===== src/mac_pkg.sv =====
// Purpose: shared constants for the memory mapped multiply accumulate unit
// Assumes: 16-bit peripheral data bus, byte addresses, word aligned registers
// Notes:   operand and result registers carry no reset value

package mac_pkg;

  // ----------------------------------------------------------------------
  // address map
  // ----------------------------------------------------------------------
  localparam logic [15:0] BLOCK_BASE  = 16'h0130;
  localparam logic [15:0] BLOCK_MASK  = 16'hfff0;
  localparam logic [15:0] OFS_MPY     = 16'h0130;
  localparam logic [15:0] OFS_SIGNED_PRODUCT_FIRST_OPERAND    = 16'h0132;
  localparam logic [15:0] OFS_MAC     = 16'h0134;
  localparam logic [15:0] OFS_SIGNED_ACCUMULATE_FIRST_OPERAND    = 16'h0136;
  localparam logic [15:0] OFS_SECOND  = 16'h0138;
  localparam logic [15:0] OFS_RES_LO  = 16'h013a;
  localparam logic [15:0] OFS_RES_HI  = 16'h013c;
  localparam logic [15:0] OFS_SUM_EXT = 16'h013e;

  // word index within the block, taken from address bits 3:1
  localparam logic [2:0] IDX_SECOND  = 3'h4;
  localparam logic [2:0] IDX_RES_LO  = 3'h5;
  localparam logic [2:0] IDX_RES_HI  = 3'h6;
  localparam logic [2:0] IDX_SUM_EXT = 3'h7;

  // ----------------------------------------------------------------------
  // field layout and values
  // ----------------------------------------------------------------------
  localparam int          IDX_LSB    = 1;
  localparam int          IDX_MSB    = 3;
  localparam int          MODE_LSB   = 1;
  localparam int          MODE_MSB   = 2;
  localparam logic [15:0] EXT_ZERO   = 16'h0000;
  localparam logic [15:0] EXT_ONE    = 16'h0001;
  localparam logic [15:0] EXT_ONES   = 16'hffff;
  localparam logic [15:0] RDATA_RST  = 16'h0000;

  // operation type, encoded as the alias address bits 2:1
  typedef enum logic [1:0] {
    unsigned_product_mode    = 2'h0,
    signed_product_mode      = 2'h1,
    unsigned_accumulate_mode = 2'h2,
    signed_accumulate_mode   = 2'h3
  } mode_t;

  localparam mode_t MODE_RST = unsigned_product_mode;

endpackage : mac_pkg


===== src/mem_mac.sv =====
// Purpose: 16x16 multiply and accumulate peripheral on the processor bus
// Assumes: one access per cycle; read data appears the cycle after the access
// Notes:   the multiply is combinational into the result words, so no wait

`timescale 1ns/1ps

module mem_mac (
  // clock and reset
  input  wire logic        mclk,
  input  wire logic        sys_rst,
  // peripheral bus
  input  wire logic        per_sel,
  input  wire logic        per_wr,
  input  wire logic        per_byte,
  input  wire logic [15:0] per_addr,
  input  wire logic [15:0] per_wdata,
  output logic      [15:0] per_rdata
);

  // ----------------------------------------------------------------------
  // state
  // ----------------------------------------------------------------------
  // operand and result words
  logic [15:0]    first_operand_r;
  logic [15:0]    first_operand_nxt;
  logic [15:0]    second_operand_r;
  logic [15:0]    second_operand_nxt;
  logic [15:0]    result_low_word_r;
  logic [15:0]    result_low_word_nxt;
  logic [15:0]    result_high_word_r;
  logic [15:0]    result_high_word_nxt;
  logic [15:0]    sum_extension_r;
  logic [15:0]    sum_extension_nxt;
  mac_pkg::mode_t mode_r;
  mac_pkg::mode_t mode_nxt;
  logic [15:0]    rdata_r;
  logic [15:0]    rdata_nxt;
  // checker helper: set by the first operand write, never cleared, so the
  // reset check stays quiet while the operand is still unwritten
  logic           op_loaded_r;
  logic           op_loaded_nxt;

  logic        hit;
  logic        wr_hit;
  logic        rd_hit;
  logic [2:0]  idx;
  logic        trigger;
  logic [15:0] op2_val;
  logic [31:0] product;
  logic [31:0] acc_val;
  logic [32:0] acc_sum;

  // ----------------------------------------------------------------------
  // helpers
  // ----------------------------------------------------------------------
  // merge a bus write into a word register: byte writes at an even address
  // zero the high byte, at an odd address they replace the high byte only
  function automatic logic [15:0] merge_write(
    input logic [15:0] old_val,
    input logic [15:0] wdata,
    input logic        is_byte,
    input logic        odd
  );
    logic [15:0] res;
    res = wdata;
    if (is_byte && !odd) begin
      res = {8'h00, wdata[7:0]};
    end else if (is_byte) begin
      res = {wdata[7:0], old_val[7:0]};
    end
    return res;
  endfunction : merge_write

  // 16x16 multiply; signed operands are sign-extended before the multiply
  function automatic logic [31:0] mul16(
    input logic [15:0] a,
    input logic [15:0] b,
    input logic        sgn
  );
    logic [31:0] ax;
    logic [31:0] bx;
    logic [63:0] full;
    ax   = {{16{sgn & a[15]}}, a};
    bx   = {{16{sgn & b[15]}}, b};
    full = ax * bx;
    return full[31:0];
  endfunction : mul16

  // ----------------------------------------------------------------------
  // decode
  // ----------------------------------------------------------------------
  assign hit    = per_sel && ((per_addr & mac_pkg::BLOCK_MASK)
                              == mac_pkg::BLOCK_BASE);
  assign wr_hit = hit && per_wr;
  assign rd_hit = hit && !per_wr;
  assign idx    = per_addr[mac_pkg::IDX_MSB:mac_pkg::IDX_LSB];

  assign trigger = wr_hit && (idx == mac_pkg::IDX_SECOND);

  assign op2_val = merge_write(second_operand_r, per_wdata, per_byte,
                               per_addr[0]);

  assign product = mul16(first_operand_r, op2_val,
                         (mode_r == mac_pkg::signed_product_mode) ||
                         (mode_r == mac_pkg::signed_accumulate_mode));

  assign acc_val = {result_high_word_r, result_low_word_r};
  assign acc_sum = {1'b0, acc_val} + {1'b0, product};

  // ----------------------------------------------------------------------
  // register next values
  // ----------------------------------------------------------------------
  always_comb begin
    first_operand_nxt    = first_operand_r;
    second_operand_nxt   = second_operand_r;
    result_low_word_nxt  = result_low_word_r;
    result_high_word_nxt = result_high_word_r;
    sum_extension_nxt    = sum_extension_r;
    mode_nxt             = mode_r;
    op_loaded_nxt        = op_loaded_r;
    if (wr_hit && !idx[2]) begin
      first_operand_nxt = merge_write(first_operand_r, per_wdata, per_byte,
                                      per_addr[0]);
      mode_nxt = mac_pkg::mode_t'(
                   per_addr[mac_pkg::MODE_MSB:mac_pkg::MODE_LSB]);
      op_loaded_nxt = 1'b1;
    end
    if (trigger) begin
      second_operand_nxt = op2_val;
      unique case (mode_r)
        mac_pkg::unsigned_product_mode: begin
          result_low_word_nxt  = product[15:0];
          result_high_word_nxt = product[31:16];
          sum_extension_nxt    = mac_pkg::EXT_ZERO;
        end
        mac_pkg::signed_product_mode: begin
          result_low_word_nxt  = product[15:0];
          result_high_word_nxt = product[31:16];
          sum_extension_nxt    = product[31] ? mac_pkg::EXT_ONES
                                             : mac_pkg::EXT_ZERO;
        end
        mac_pkg::unsigned_accumulate_mode: begin
          result_low_word_nxt  = acc_sum[15:0];
          result_high_word_nxt = acc_sum[31:16];
          sum_extension_nxt    = acc_sum[32] ? mac_pkg::EXT_ONE
                                             : mac_pkg::EXT_ZERO;
        end
        mac_pkg::signed_accumulate_mode: begin
          result_low_word_nxt  = acc_sum[15:0];
          result_high_word_nxt = acc_sum[31:16];
          sum_extension_nxt    = acc_sum[31] ? mac_pkg::EXT_ONES
                                             : mac_pkg::EXT_ZERO;
        end
      endcase
    end
    if (wr_hit && (idx == mac_pkg::IDX_RES_LO)) begin
      result_low_word_nxt = merge_write(result_low_word_r, per_wdata,
                                        per_byte, per_addr[0]);
    end
    if (wr_hit && (idx == mac_pkg::IDX_RES_HI)) begin
      result_high_word_nxt = merge_write(result_high_word_r, per_wdata,
                                         per_byte, per_addr[0]);
    end
  end

  // ----------------------------------------------------------------------
  // read path
  // ----------------------------------------------------------------------
  always_comb begin
    logic [15:0] word;
    word      = mac_pkg::EXT_ZERO;
    rdata_nxt = rdata_r;
    unique case (idx)
      mac_pkg::IDX_SECOND:  word = second_operand_r;
      mac_pkg::IDX_RES_LO:  word = result_low_word_r;
      mac_pkg::IDX_RES_HI:  word = result_high_word_r;
      mac_pkg::IDX_SUM_EXT: word = sum_extension_r;
      default:              word = first_operand_r;
    endcase
    if (rd_hit) begin
      if (per_byte) begin
        rdata_nxt = per_addr[0] ? {8'h00, word[15:8]} : {8'h00, word[7:0]};
      end else begin
        rdata_nxt = word;
      end
    end else if (per_sel) begin
      rdata_nxt = mac_pkg::RDATA_RST;
    end
  end

  // ----------------------------------------------------------------------
  // registers
  // ----------------------------------------------------------------------
  // operands and results untouched by reset
  always_ff @(posedge mclk) begin
    first_operand_r    <= first_operand_nxt;
    second_operand_r   <= second_operand_nxt;
    result_low_word_r  <= result_low_word_nxt;
    result_high_word_r <= result_high_word_nxt;
    sum_extension_r    <= sum_extension_nxt;
    op_loaded_r        <= op_loaded_nxt;
  end

  always_ff @(posedge mclk) begin
    if (sys_rst) begin
      mode_r  <= mac_pkg::MODE_RST;
      rdata_r <= mac_pkg::RDATA_RST;
    end else begin
      mode_r  <= mode_nxt;
      rdata_r <= rdata_nxt;
    end
  end

  assign per_rdata = rdata_r;

  // ----------------------------------------------------------------------
  // checks
  // ----------------------------------------------------------------------
  AST_MPY_RESULT: assert property (
    @(posedge mclk) disable iff (sys_rst)
    trigger && !per_byte && (mode_r == mac_pkg::unsigned_product_mode)
    |=> {result_high_word_r, result_low_word_r} ==
        ({16'h0000, $past(first_operand_r)} * {16'h0000, $past(per_wdata)}))
    else $error("unsigned product wrong after trigger");

  AST_MPY_EXT: assert property (
    @(posedge mclk) disable iff (sys_rst)
    trigger && (mode_r == mac_pkg::unsigned_product_mode)
    |=> sum_extension_r == mac_pkg::EXT_ZERO)
    else $error("unsigned extension not zero");

  AST_SIGNED_PRODUCT_FIRST_OPERAND_SIGN: assert property (
    @(posedge mclk) disable iff (sys_rst)
    trigger && (mode_r == mac_pkg::signed_product_mode)
    |=> sum_extension_r == {16{result_high_word_r[15]}})
    else $error("signed extension does not follow sign");

  AST_MAC_CARRY: assert property (
    @(posedge mclk) disable iff (sys_rst)
    trigger && (mode_r == mac_pkg::unsigned_accumulate_mode)
    |=> sum_extension_r == {15'h0000,
          ({result_high_word_r, result_low_word_r} < $past(acc_val))})
    else $error("accumulate carry wrong");

  AST_SIGNED_ACCUMULATE_FIRST_OPERAND_WRAP: assert property (
    @(posedge mclk) disable iff (sys_rst)
    trigger && (mode_r == mac_pkg::signed_accumulate_mode)
    |=> sum_extension_r == {16{result_high_word_r[15]}})
    else $error("signed accumulate extension wrong");

  AST_MODE_LATCH: assert property (
    @(posedge mclk) disable iff (sys_rst)
    wr_hit && !idx[2] |=> mode_r == $past(per_addr[2:1]))
    else $error("mode not taken from alias address");

  AST_MODE_HOLD: assert property (
    @(posedge mclk) disable iff (sys_rst)
    !(wr_hit && !idx[2]) |=> $stable(mode_r))
    else $error("mode changed without operand write");

  AST_BYTE_CLEAR: assert property (
    @(posedge mclk) disable iff (sys_rst)
    wr_hit && !idx[2] && per_byte && !per_addr[0]
    |=> first_operand_r == {8'h00, $past(per_wdata[7:0])})
    else $error("byte operand write not zero-extended");

  AST_READ_LO: assert property (
    @(posedge mclk) disable iff (sys_rst)
    rd_hit && !per_byte && (idx == mac_pkg::IDX_RES_LO)
    |=> per_rdata == $past(result_low_word_r))
    else $error("low result read wrong");

  AST_OPS_RESET: assert property (@(posedge mclk)
    sys_rst && op_loaded_r && !wr_hit |=> $stable(first_operand_r))
    else $error("reset altered operand");

  AST_RES_HI_WRITE: assert property (
    @(posedge mclk) disable iff (sys_rst)
    wr_hit && !per_byte && (idx == mac_pkg::IDX_RES_HI)
    |=> result_high_word_r == $past(per_wdata))
    else $error("result high word write lost");

  COV_SIGNED_PRODUCT_FIRST_OPERAND: cover property (@(posedge mclk) disable iff (sys_rst)
    trigger && (mode_r == mac_pkg::signed_product_mode));
  COV_MAC_CARRY: cover property (@(posedge mclk) disable iff (sys_rst)
    trigger && (mode_r == mac_pkg::unsigned_accumulate_mode) ##1
    (sum_extension_r == mac_pkg::EXT_ONE));
  COV_SIGNED_ACCUMULATE_FIRST_OPERAND: cover property (@(posedge mclk) disable iff (sys_rst)
    trigger && (mode_r == mac_pkg::signed_accumulate_mode));
  COV_BACK_TO_BACK: cover property (@(posedge mclk) disable iff (sys_rst)
    trigger ##1 trigger);

endmodule : mem_mac


===== config.mk =====
export PLATFORM = sky130hd
export DESIGN_NAME = mem_mac
export DESIGN_NICKNAME = d
export VERILOG_FILES = /design/src/mac_pkg.sv /design/src/mem_mac.sv
export SDC_FILE = /design/constraint.sdc
export NUM_CORES = 1
export LEC_CHECK = 0
export BUFFER_PORTS_ARGS = -buffer_cell sky130_fd_sc_hd__buf_2
export CELL_PAD_IN_SITES_DETAIL_PLACEMENT = 0
export CELL_PAD_IN_SITES_GLOBAL_PLACEMENT = 1
export CORE_MARGIN = 2
export CORE_UTILIZATION = 33
export CTS_BUF_LIST = sky130_fd_sc_hd__clkbuf_8
export CTS_CLUSTER_DIAMETER = 30
export DETAILED_ROUTE_END_ITERATION = 7
export GPL_ROUTABILITY_DRIVEN = 0
export PLACE_DENSITY = 0.55
export SLEW_MARGIN = 20
export SYNTH_ARGS = -nofsm -noshare
export SYNTH_HDL_FRONTEND = slang
export SYNTH_SLANG_ARGS = --single-unit

===== constraint.sdc =====
create_clock -name mclk -period 11.5 [get_ports mclk]
set_input_delay 1.15 -clock mclk [delete_from_list [all_inputs] [get_ports mclk]]
set_output_delay 1.15 -clock mclk [all_outputs]
set_load 0.01 [all_outputs]

==> key figures, run 1 <==
Logic synthesis
  • Syn_nets: 2284
  • Simple-gate share of the synthesized area: 0.157
  • Top post-synthesis cells by area: fa_1 (34%), edfxtp_1 (12%), ha_1 (8.8%)
  • Avg Cell Area, Syn: 8.99 sq um
  • Post-synthesis mux area share: 0.0168
  • Area share of the largest cell type after synthesis: 0.341
  • Synth Instances: about 1800
  • Synth Area in Adders: 0.429
  • Mapped Area: 16600 sq um
  • Synth Flop Type: edfxtp_1
  • Compound-Gate Fraction of Synth Area: 0.127
  • Yosys warns: 0
  • Largest family of logic cells by synthesized area: adder cells
  • Synth cell types: 77
  • Synth async-reset ratio: 0
  • #FFs+latches synth: 84
  • Area leader, netlist: fa_1
  • EDFF count, synth: 66
  • Post-synthesis sequential area ratio: 0.141
  • Post-synthesis xor/xnor area fraction: 0.0327

Drt
  • Final ANT Viol Nets: 0
  • Initial DRC count: 709
  • Routed wire length per instance: between 20 and 25 microns
  • Remaining DRCs: 0
  • Vias post-DR: 12800
  • Vias/cell: 5.07
  • Final WL: 54900 microns
  • TritonRoute pass-1 iters: 5

Critical path
  • Most used cell, CP: fa_1
  • Crit path required time: 11640 ps
  • Setup CP Type: in -> reg
  • Slowest CP cell: nand2_1
  • CP peak stage delay: roughly 700 ps
  • Worst setup EP type: flip-flop
  • WP data arrival: roughly 10000 ps
  • Delay-heaviest family, CP: adder cells
  • R2R setup slack: 2530 ps
  • Max FO, Critical Path: 24
  • CP Buf/Inv Count: 6
  • Critical Path Source Type: input pin

Final layout
  • # fillers: 5316
  • Synthesis-to-finish area growth: 6.65%
  • Multi-input gate area: 12700 sq um
  • Final cell utilization of the core: 0.355
  • Final net count: between 2000 and 2500
  • Total area of sequential cells: 2340 sq um
  • Layout cell share with drive strength beyond 1: 0.0643
  • Finished Layout Cells: 2524
  • Antenna Cells: 0

Min path
  • Worst min path class: reg -> reg

Clock network
  • CTS buffer count: 9
  • CTS root buf: clkbuf_8
  • Number of post-CTS setup repair buffers: 0
  • Clk slew on worst S/H paths: 110 ps
  • TritonCTS clock tree: built
  • H-tree depth: 3
  • Hold Buf Count CTS: 0
  • Max Root-Sink Buffers: 2
  • Post-cts resize count: 0
  • Clk_lat worst skew: 390 ps
  • CTS sink count: 84

Floorplan
  • Die Height: approximately 230 microns
  • Cell row count: 82
  • Starting Density: 0.332
  • Die W: ~230 microns
  • Die Area: 52100 sq um
  • Io pins: between 50 and 60
  • Core Box Area: about 50000 sq um

GRT
  • First-pass GRT wire length: 84700 microns
  • Overall routing resource usage: 0.216
  • Vias in the first global route: 13600
  • Largest net degree at the start of global routing: 37
  • Grt ovf: 0
  • Initial antenna violation count: 1

Timing
  • Slew @ Worst Pin: 1080 ps
  • Setup violations, final: 0
  • Fmax achieved: 97.0 MHz
  • Tmin final: 10310 ps
  • Final setup margin: 1190 ps
  • Clock Skew: 17.6 ps
  • Worst relative slew slack: 0.277
  • Final setup TNS: 0 ps
  • Max-slew violation count: 0
  • Crit share post-route: 0.896
  • Final hold violation count: 0
  • Unrepaired setup endpoints after global routing: no

Placed design
  • Worst slack, placed: between 800 and 900 ps
  • PortBufs: 52
  • Placed insts: 2507
  • Final HPWL DP: about 43000 microns

Outcome
  • Run status: completed

Flow run
  • Max-Cap Viols: 0
==> metrics by stage <==
| step | hold WS [ps] | area, sq um |
|---|---|---|
| final | 475 | 17700 |
| after global placement | 460 | 17500 |
| after CTS | 478 | 17700 |
| after floorplan | 490 | 16600 |
| after global routing | 513 | 17700 |
| after detailed placement | 460 | 17500 |
==> layout make-up <==
| type | instances | area share |
|---|---|---|
| sequential | 84 | 0.132 |
| clock inverter | 7 | 0.00325 |
| clock buffer | 9 | 0.00699 |
| inverter | 324 | 0.0686 |
| tap | 672 | 0.0475 |
| timing repair buffer | 78 | 0.0261 |
| multi-input combinational | 1350 | 0.715 |
==> routing by layer <==
layer / global-route usage / vias up / share of wire
li1: - / 5911 / -
met1: 0.297 / 6491 / 0.46
met2: 0.354 / 338 / 0.47
met3: 0.0385 / 53 / 0.055
met4: 0.0482 / 2 / 0.025
met5: 0 / - / 0.00024
==> placed cells by master (no fill, tap or decap), types with 14 or more instances in the layout <==
cell type / synthesis / routed
a21oi_1: 94 / 94
a211oi_1: 17 / 17
nor2_1: 84 / 84
mux2i_1: 23 / 23
o21ai_1: 31 / 33
a21o_1: 28 / 28
inv_1: 323 / 323
and2_1: 119 / 119
dfxtp_1: 18 / 18
o211ai_1: 14 / 14
ha_1: 117 / 117
buf_2: 3 / 52
xor2_1: 19 / 19
edfxtp_1: 66 / 66
buf_4: 3 / 25
xnor2_1: 43 / 43
fa_1: 283 / 283
nand2_1: 219 / 219
o21ai_0: 48 / 43
nor2b_1: 46 / 45
==> registers in the layout, summed over array words and instances (netlist names) <==
signal / cells
first_operand_r: 16
sum_extension_r: 2
mode_r: 2
result_high_word_r: 16
per_rdata: 16
result_low_word_r: 16
second_operand_r: 16
==> synth_stat cells, types with 4 or more instances <==
master    instances
nand3_1          12
dfxtp_1          18
a211oi_2          4
o211ai_1         14
buf_1             5
nor2b_1          46
o21bai_1          8
edfxtp_1         66
a21o_1           28
and2_1          119
mux2i_1          23
clkbuf_1         72
a21oi_1          94
o21ai_1          31
o21a_1           12
fa_1            283
and3_1            5
ha_1            117
o211a_1           4
nor3_1           12
o21ai_0          48
nand2b_1         12
o22ai_1           5
xnor2_1          43
inv_1           323
nand2_1         219
nand4_1           6
buf_6             4
a211oi_1         17
a211o_1           8
xor2_1           19
nor2_1           84
o221ai_1          7
a31oi_1           9
or3_1             9
a22oi_1           4
==> worst min-delay path: cells and delay by family (launching register included) <==
| family | cells | cell delay, ps |
|---|---|---|
| flops | 1 | 330 |
| compound gates | 1 | 50 |
| simple gates | 1 | 60 |
==> logic make-up after synthesis <==
kind of cell	count (synthesis)
DFF	84
muxes	26
AOI/OAI and AO/OA	324
buffers and inverters	413
xor gates and xnor gates	62
and+or+nand+nor	538
adders and majority gates	400
==> path summary, 6_finish.rpt <==
path	end	start	cells past startpoint
setup / recovery	sum_extension_r[0]$_DFFE_PP_	per_byte	33
hold / removal	per_rdata[13]$_SDFFE_PP0P_	per_rdata[13]$_SDFFE_PP0P_	2
setup reg to reg	sum_extension_r[0]$_DFFE_PP_	second_operand_r[7]$_DFFE_PP_	30
hold reg to reg	per_rdata[13]$_SDFFE_PP0P_	per_rdata[13]$_SDFFE_PP0P_	2
Power of run 1 is not shown: default switching activity piles up to over one toggle a cycle in this logic, so the estimate is an artifact.
==> run 2: changes to the inputs <==
--- a/config.mk
+++ b/config.mk
@@ -9,12 +9,12 @@
 export CELL_PAD_IN_SITES_DETAIL_PLACEMENT = 0
 export CELL_PAD_IN_SITES_GLOBAL_PLACEMENT = 1
 export CORE_MARGIN = 2
-export CORE_UTILIZATION = 33
+export CORE_UTILIZATION = 40
 export CTS_BUF_LIST = sky130_fd_sc_hd__clkbuf_8
 export CTS_CLUSTER_DIAMETER = 30
 export DETAILED_ROUTE_END_ITERATION = 7
 export GPL_ROUTABILITY_DRIVEN = 0
-export PLACE_DENSITY = 0.55
+export PLACE_DENSITY = 0.65
 export SLEW_MARGIN = 20
 export SYNTH_ARGS = -nofsm -noshare
 export SYNTH_HDL_FRONTEND = slang
==> key figures, run 2 (synthesis gave the netlist of run 1 again) <==
Critical path
  • R2R depth: 30 (unchanged)
  • CP peak stage delay: 530 ps (was 690 ps)
  • CP Launch Point: per_byte (unchanged)
  • Critical Path Source Type: input pin (unchanged)
  • Reg2reg end: result_high_word_r[14]$_DFFE_PP_ (was sum_extension_r[0]$_DFFE_PP_)
  • WP data arrival: 10540 ps (was 10450 ps)
  • Crit path required time: 11640 ps (about the same)
  • Setup crit end: sum_extension_r[0]$_DFFE_PP_ (unchanged)
  • Max FO, Critical Path: 24 (unchanged)
  • Most used cell, CP: fa_1 (unchanged)
  • Worst setup EP type: flip-flop (unchanged)
  • R2r startpoint: first_operand_r[15]$_SDFFCE_PP0P_ (was second_operand_r[7]$_DFFE_PP_)
  • Setup CP Type: in -> reg (unchanged)
  • R2R setup slack: 2580 ps (was 2530 ps)
  • Slowest CP cell: nand2_1 (unchanged)

Clock network
  • Post-cts resize count: 0 (unchanged)
  • CTS buffer count: 9 (unchanged)
  • Max Root-Sink Buffers: 2 (unchanged)
  • H-tree depth: 3 (unchanged)
  • CTS sink count: 84 (unchanged)
  • Number of post-CTS setup repair buffers: 0 (unchanged)
  • Clk_lat worst skew: 390 ps (about the same)
  • TritonCTS clock tree: built (unchanged)
  • Clk slew on worst S/H paths: 100 ps (was 110 ps)
  • CTS root buf: clkbuf_8 (unchanged)
  • Hold Buf Count CTS: 0 (unchanged)

Timing
  • Fmax achieved: 96.2 MHz (was 97.0 MHz)
  • Slew @ Worst Pin: 1070 ps (was 1080 ps)
  • Unrepaired setup endpoints after global routing: no (unchanged)
  • Setup violations, final: 0 (unchanged)
  • Final hold violation count: 0 (unchanged)
  • Clock Skew: 12.9 ps (was 17.6 ps)
  • Crit share post-route: 0.904 (was 0.896)
  • Tmin final: 10400 ps (was 10310 ps)
  • Worst relative slew slack: 0.285 (was 0.277)
  • WHS: 470 ps (was 475 ps)
  • Final setup TNS: 0 ps (unchanged)
  • Max-slew violation count: 0 (unchanged)

GRT
  • Initial antenna violation count: 0 (was 1)
  • Vias in the first global route: 13700 (was 13600)
  • Largest net degree at the start of global routing: 36 (was 37)
  • Grt ovf: 0 (unchanged)
  • Overall routing resource usage: 0.244 (was 0.216)
  • First-pass GRT wire length: 81000 microns (was 84700 microns)

Drt
  • Final WL: 50900 microns (was 54900 microns)
  • Final ANT Viol Nets: 0 (unchanged)
  • Routed wire length per instance: 21.3 microns (was 21.7 microns)
  • Vias/cell: 5.37 (was 5.07)
  • Remaining DRCs: 0 (unchanged)
  • Vias post-DR: 12800 (about the same)
  • TritonRoute pass-1 iters: 5 (unchanged)
  • Initial DRC count: 877 (was 709)

Final layout
  • Synthesis-to-finish area growth: 5.63% (was 6.65%)
  • Most common cell after layout, fill and taps aside: inv_1 (unchanged)
  • # fillers: 4122 (was 5316)
  • Commonest non-fill, non-tap cells in the layout: inv_1 (325), fa_1 (283), nand2_1 (219) (was inv_1 (323), fa_1 (283), nand2_1 (219))
  • Antenna Cells: 0 (unchanged)
  • Final net count: 2286 (was 2284)
  • Finished Layout Cells: 2386 (was 2524)
  • Fin area: 17500 sq um (was 17700 sq um)
  • Layout cell share with drive strength beyond 1: 0.0631 (was 0.0643)

Floorplan
  • Starting Density: 0.406 (was 0.332)
  • Cell row count: 74 (was 82)
  • Die Area: 43200 sq um (was 52100 sq um)
  • Io pins: 53 (unchanged)
  • Die W: 208 microns (was 228 microns)
  • Core Box Area: 40900 sq um (was 50000 sq um)
  • Die Height: 208 microns (was 228 microns)

Outcome
  • Run status: completed (unchanged)

Placed design
  • DP Area: 17400 sq um (was 17500 sq um)
  • Placed insts: 2370 (was 2507)
  • PortBufs: 52 (unchanged)
  • Final HPWL DP: 40700 microns (was 43200 microns)

Flow run
  • Max-Cap Viols: 0 (unchanged)

Min path
  • Worst min path class: reg -> reg (unchanged)
[run 2: worst max-delay path, delay by kind of cell]
kind / cells / cell delay [ps]
XOR/XNOR: 1 / 160
multiplexers: 1 / 220
buffers and inverters: 6 / 850
adder cells (fa/ha/maj): 8 / 3630
AND/OR/NAND/NOR: 6 / 2020
AO/OA/AOI/OAI: 11 / 2470
[run 2: worst min-delay path by stage]
stage                     slack, ps  cells past startpoint                    endpoint                        from
after floorplan                 490                      2  per_rdata[15]$_SDFFE_PP0P_  per_rdata[15]$_SDFFE_PP0P_
after global placement          460                      2  per_rdata[10]$_SDFFE_PP0P_  per_rdata[10]$_SDFFE_PP0P_
after detailed placement        460                      2  per_rdata[10]$_SDFFE_PP0P_  per_rdata[10]$_SDFFE_PP0P_
after CTS                       470                      2  per_rdata[10]$_SDFFE_PP0P_  per_rdata[10]$_SDFFE_PP0P_
after global routing            510                      2   per_rdata[0]$_SDFFE_PP0P_   per_rdata[0]$_SDFFE_PP0P_
final                           470                      2  per_rdata[10]$_SDFFE_PP0P_  per_rdata[10]$_SDFFE_PP0P_
[run 2: metal layers]
| metal | part of all wire | wire, microns | vias up | GRT usage |
|---|---|---|---|---|
| met5 | 0 | 0 | - | 0 |
| met4 | 0.034 | 1740 | 0 | 0.0707 |
| met3 | 0.048 | 2460 | 59 | 0.0263 |
| met2 | 0.47 | 24100 | 340 | 0.410 |
| met1 | 0.44 | 22600 | 6522 | 0.335 |
| li1 | - | - | 5889 | - |
[run 2: final cells by class]
cell class | count | area (sq um) | share of cell area
clock buffers | 9 | 124 | 0.00706
clock inverters | 7 | 60.1 | 0.00342
inverters | 324 | 1220 | 0.0693
multi-input cells | 1350 | 12700 | 0.722
flip-flops and latches | 84 | 2340 | 0.133
well taps | 532 | 666 | 0.0379
repair buffers | 80 | 470 | 0.0268
[run 2: per-stage QoR]
step | worst slack, ps | util
2_1_floorplan | 2510 | -
3_5_place_dp | 796 | 0.424
3_3_place_gp | 842 | 0.424
6_report | 1100 | 0.429
5_1_grt | 564 | 0.429
4_1_cts | 1200 | 0.429
Power of run 2 is left out for the same reason.
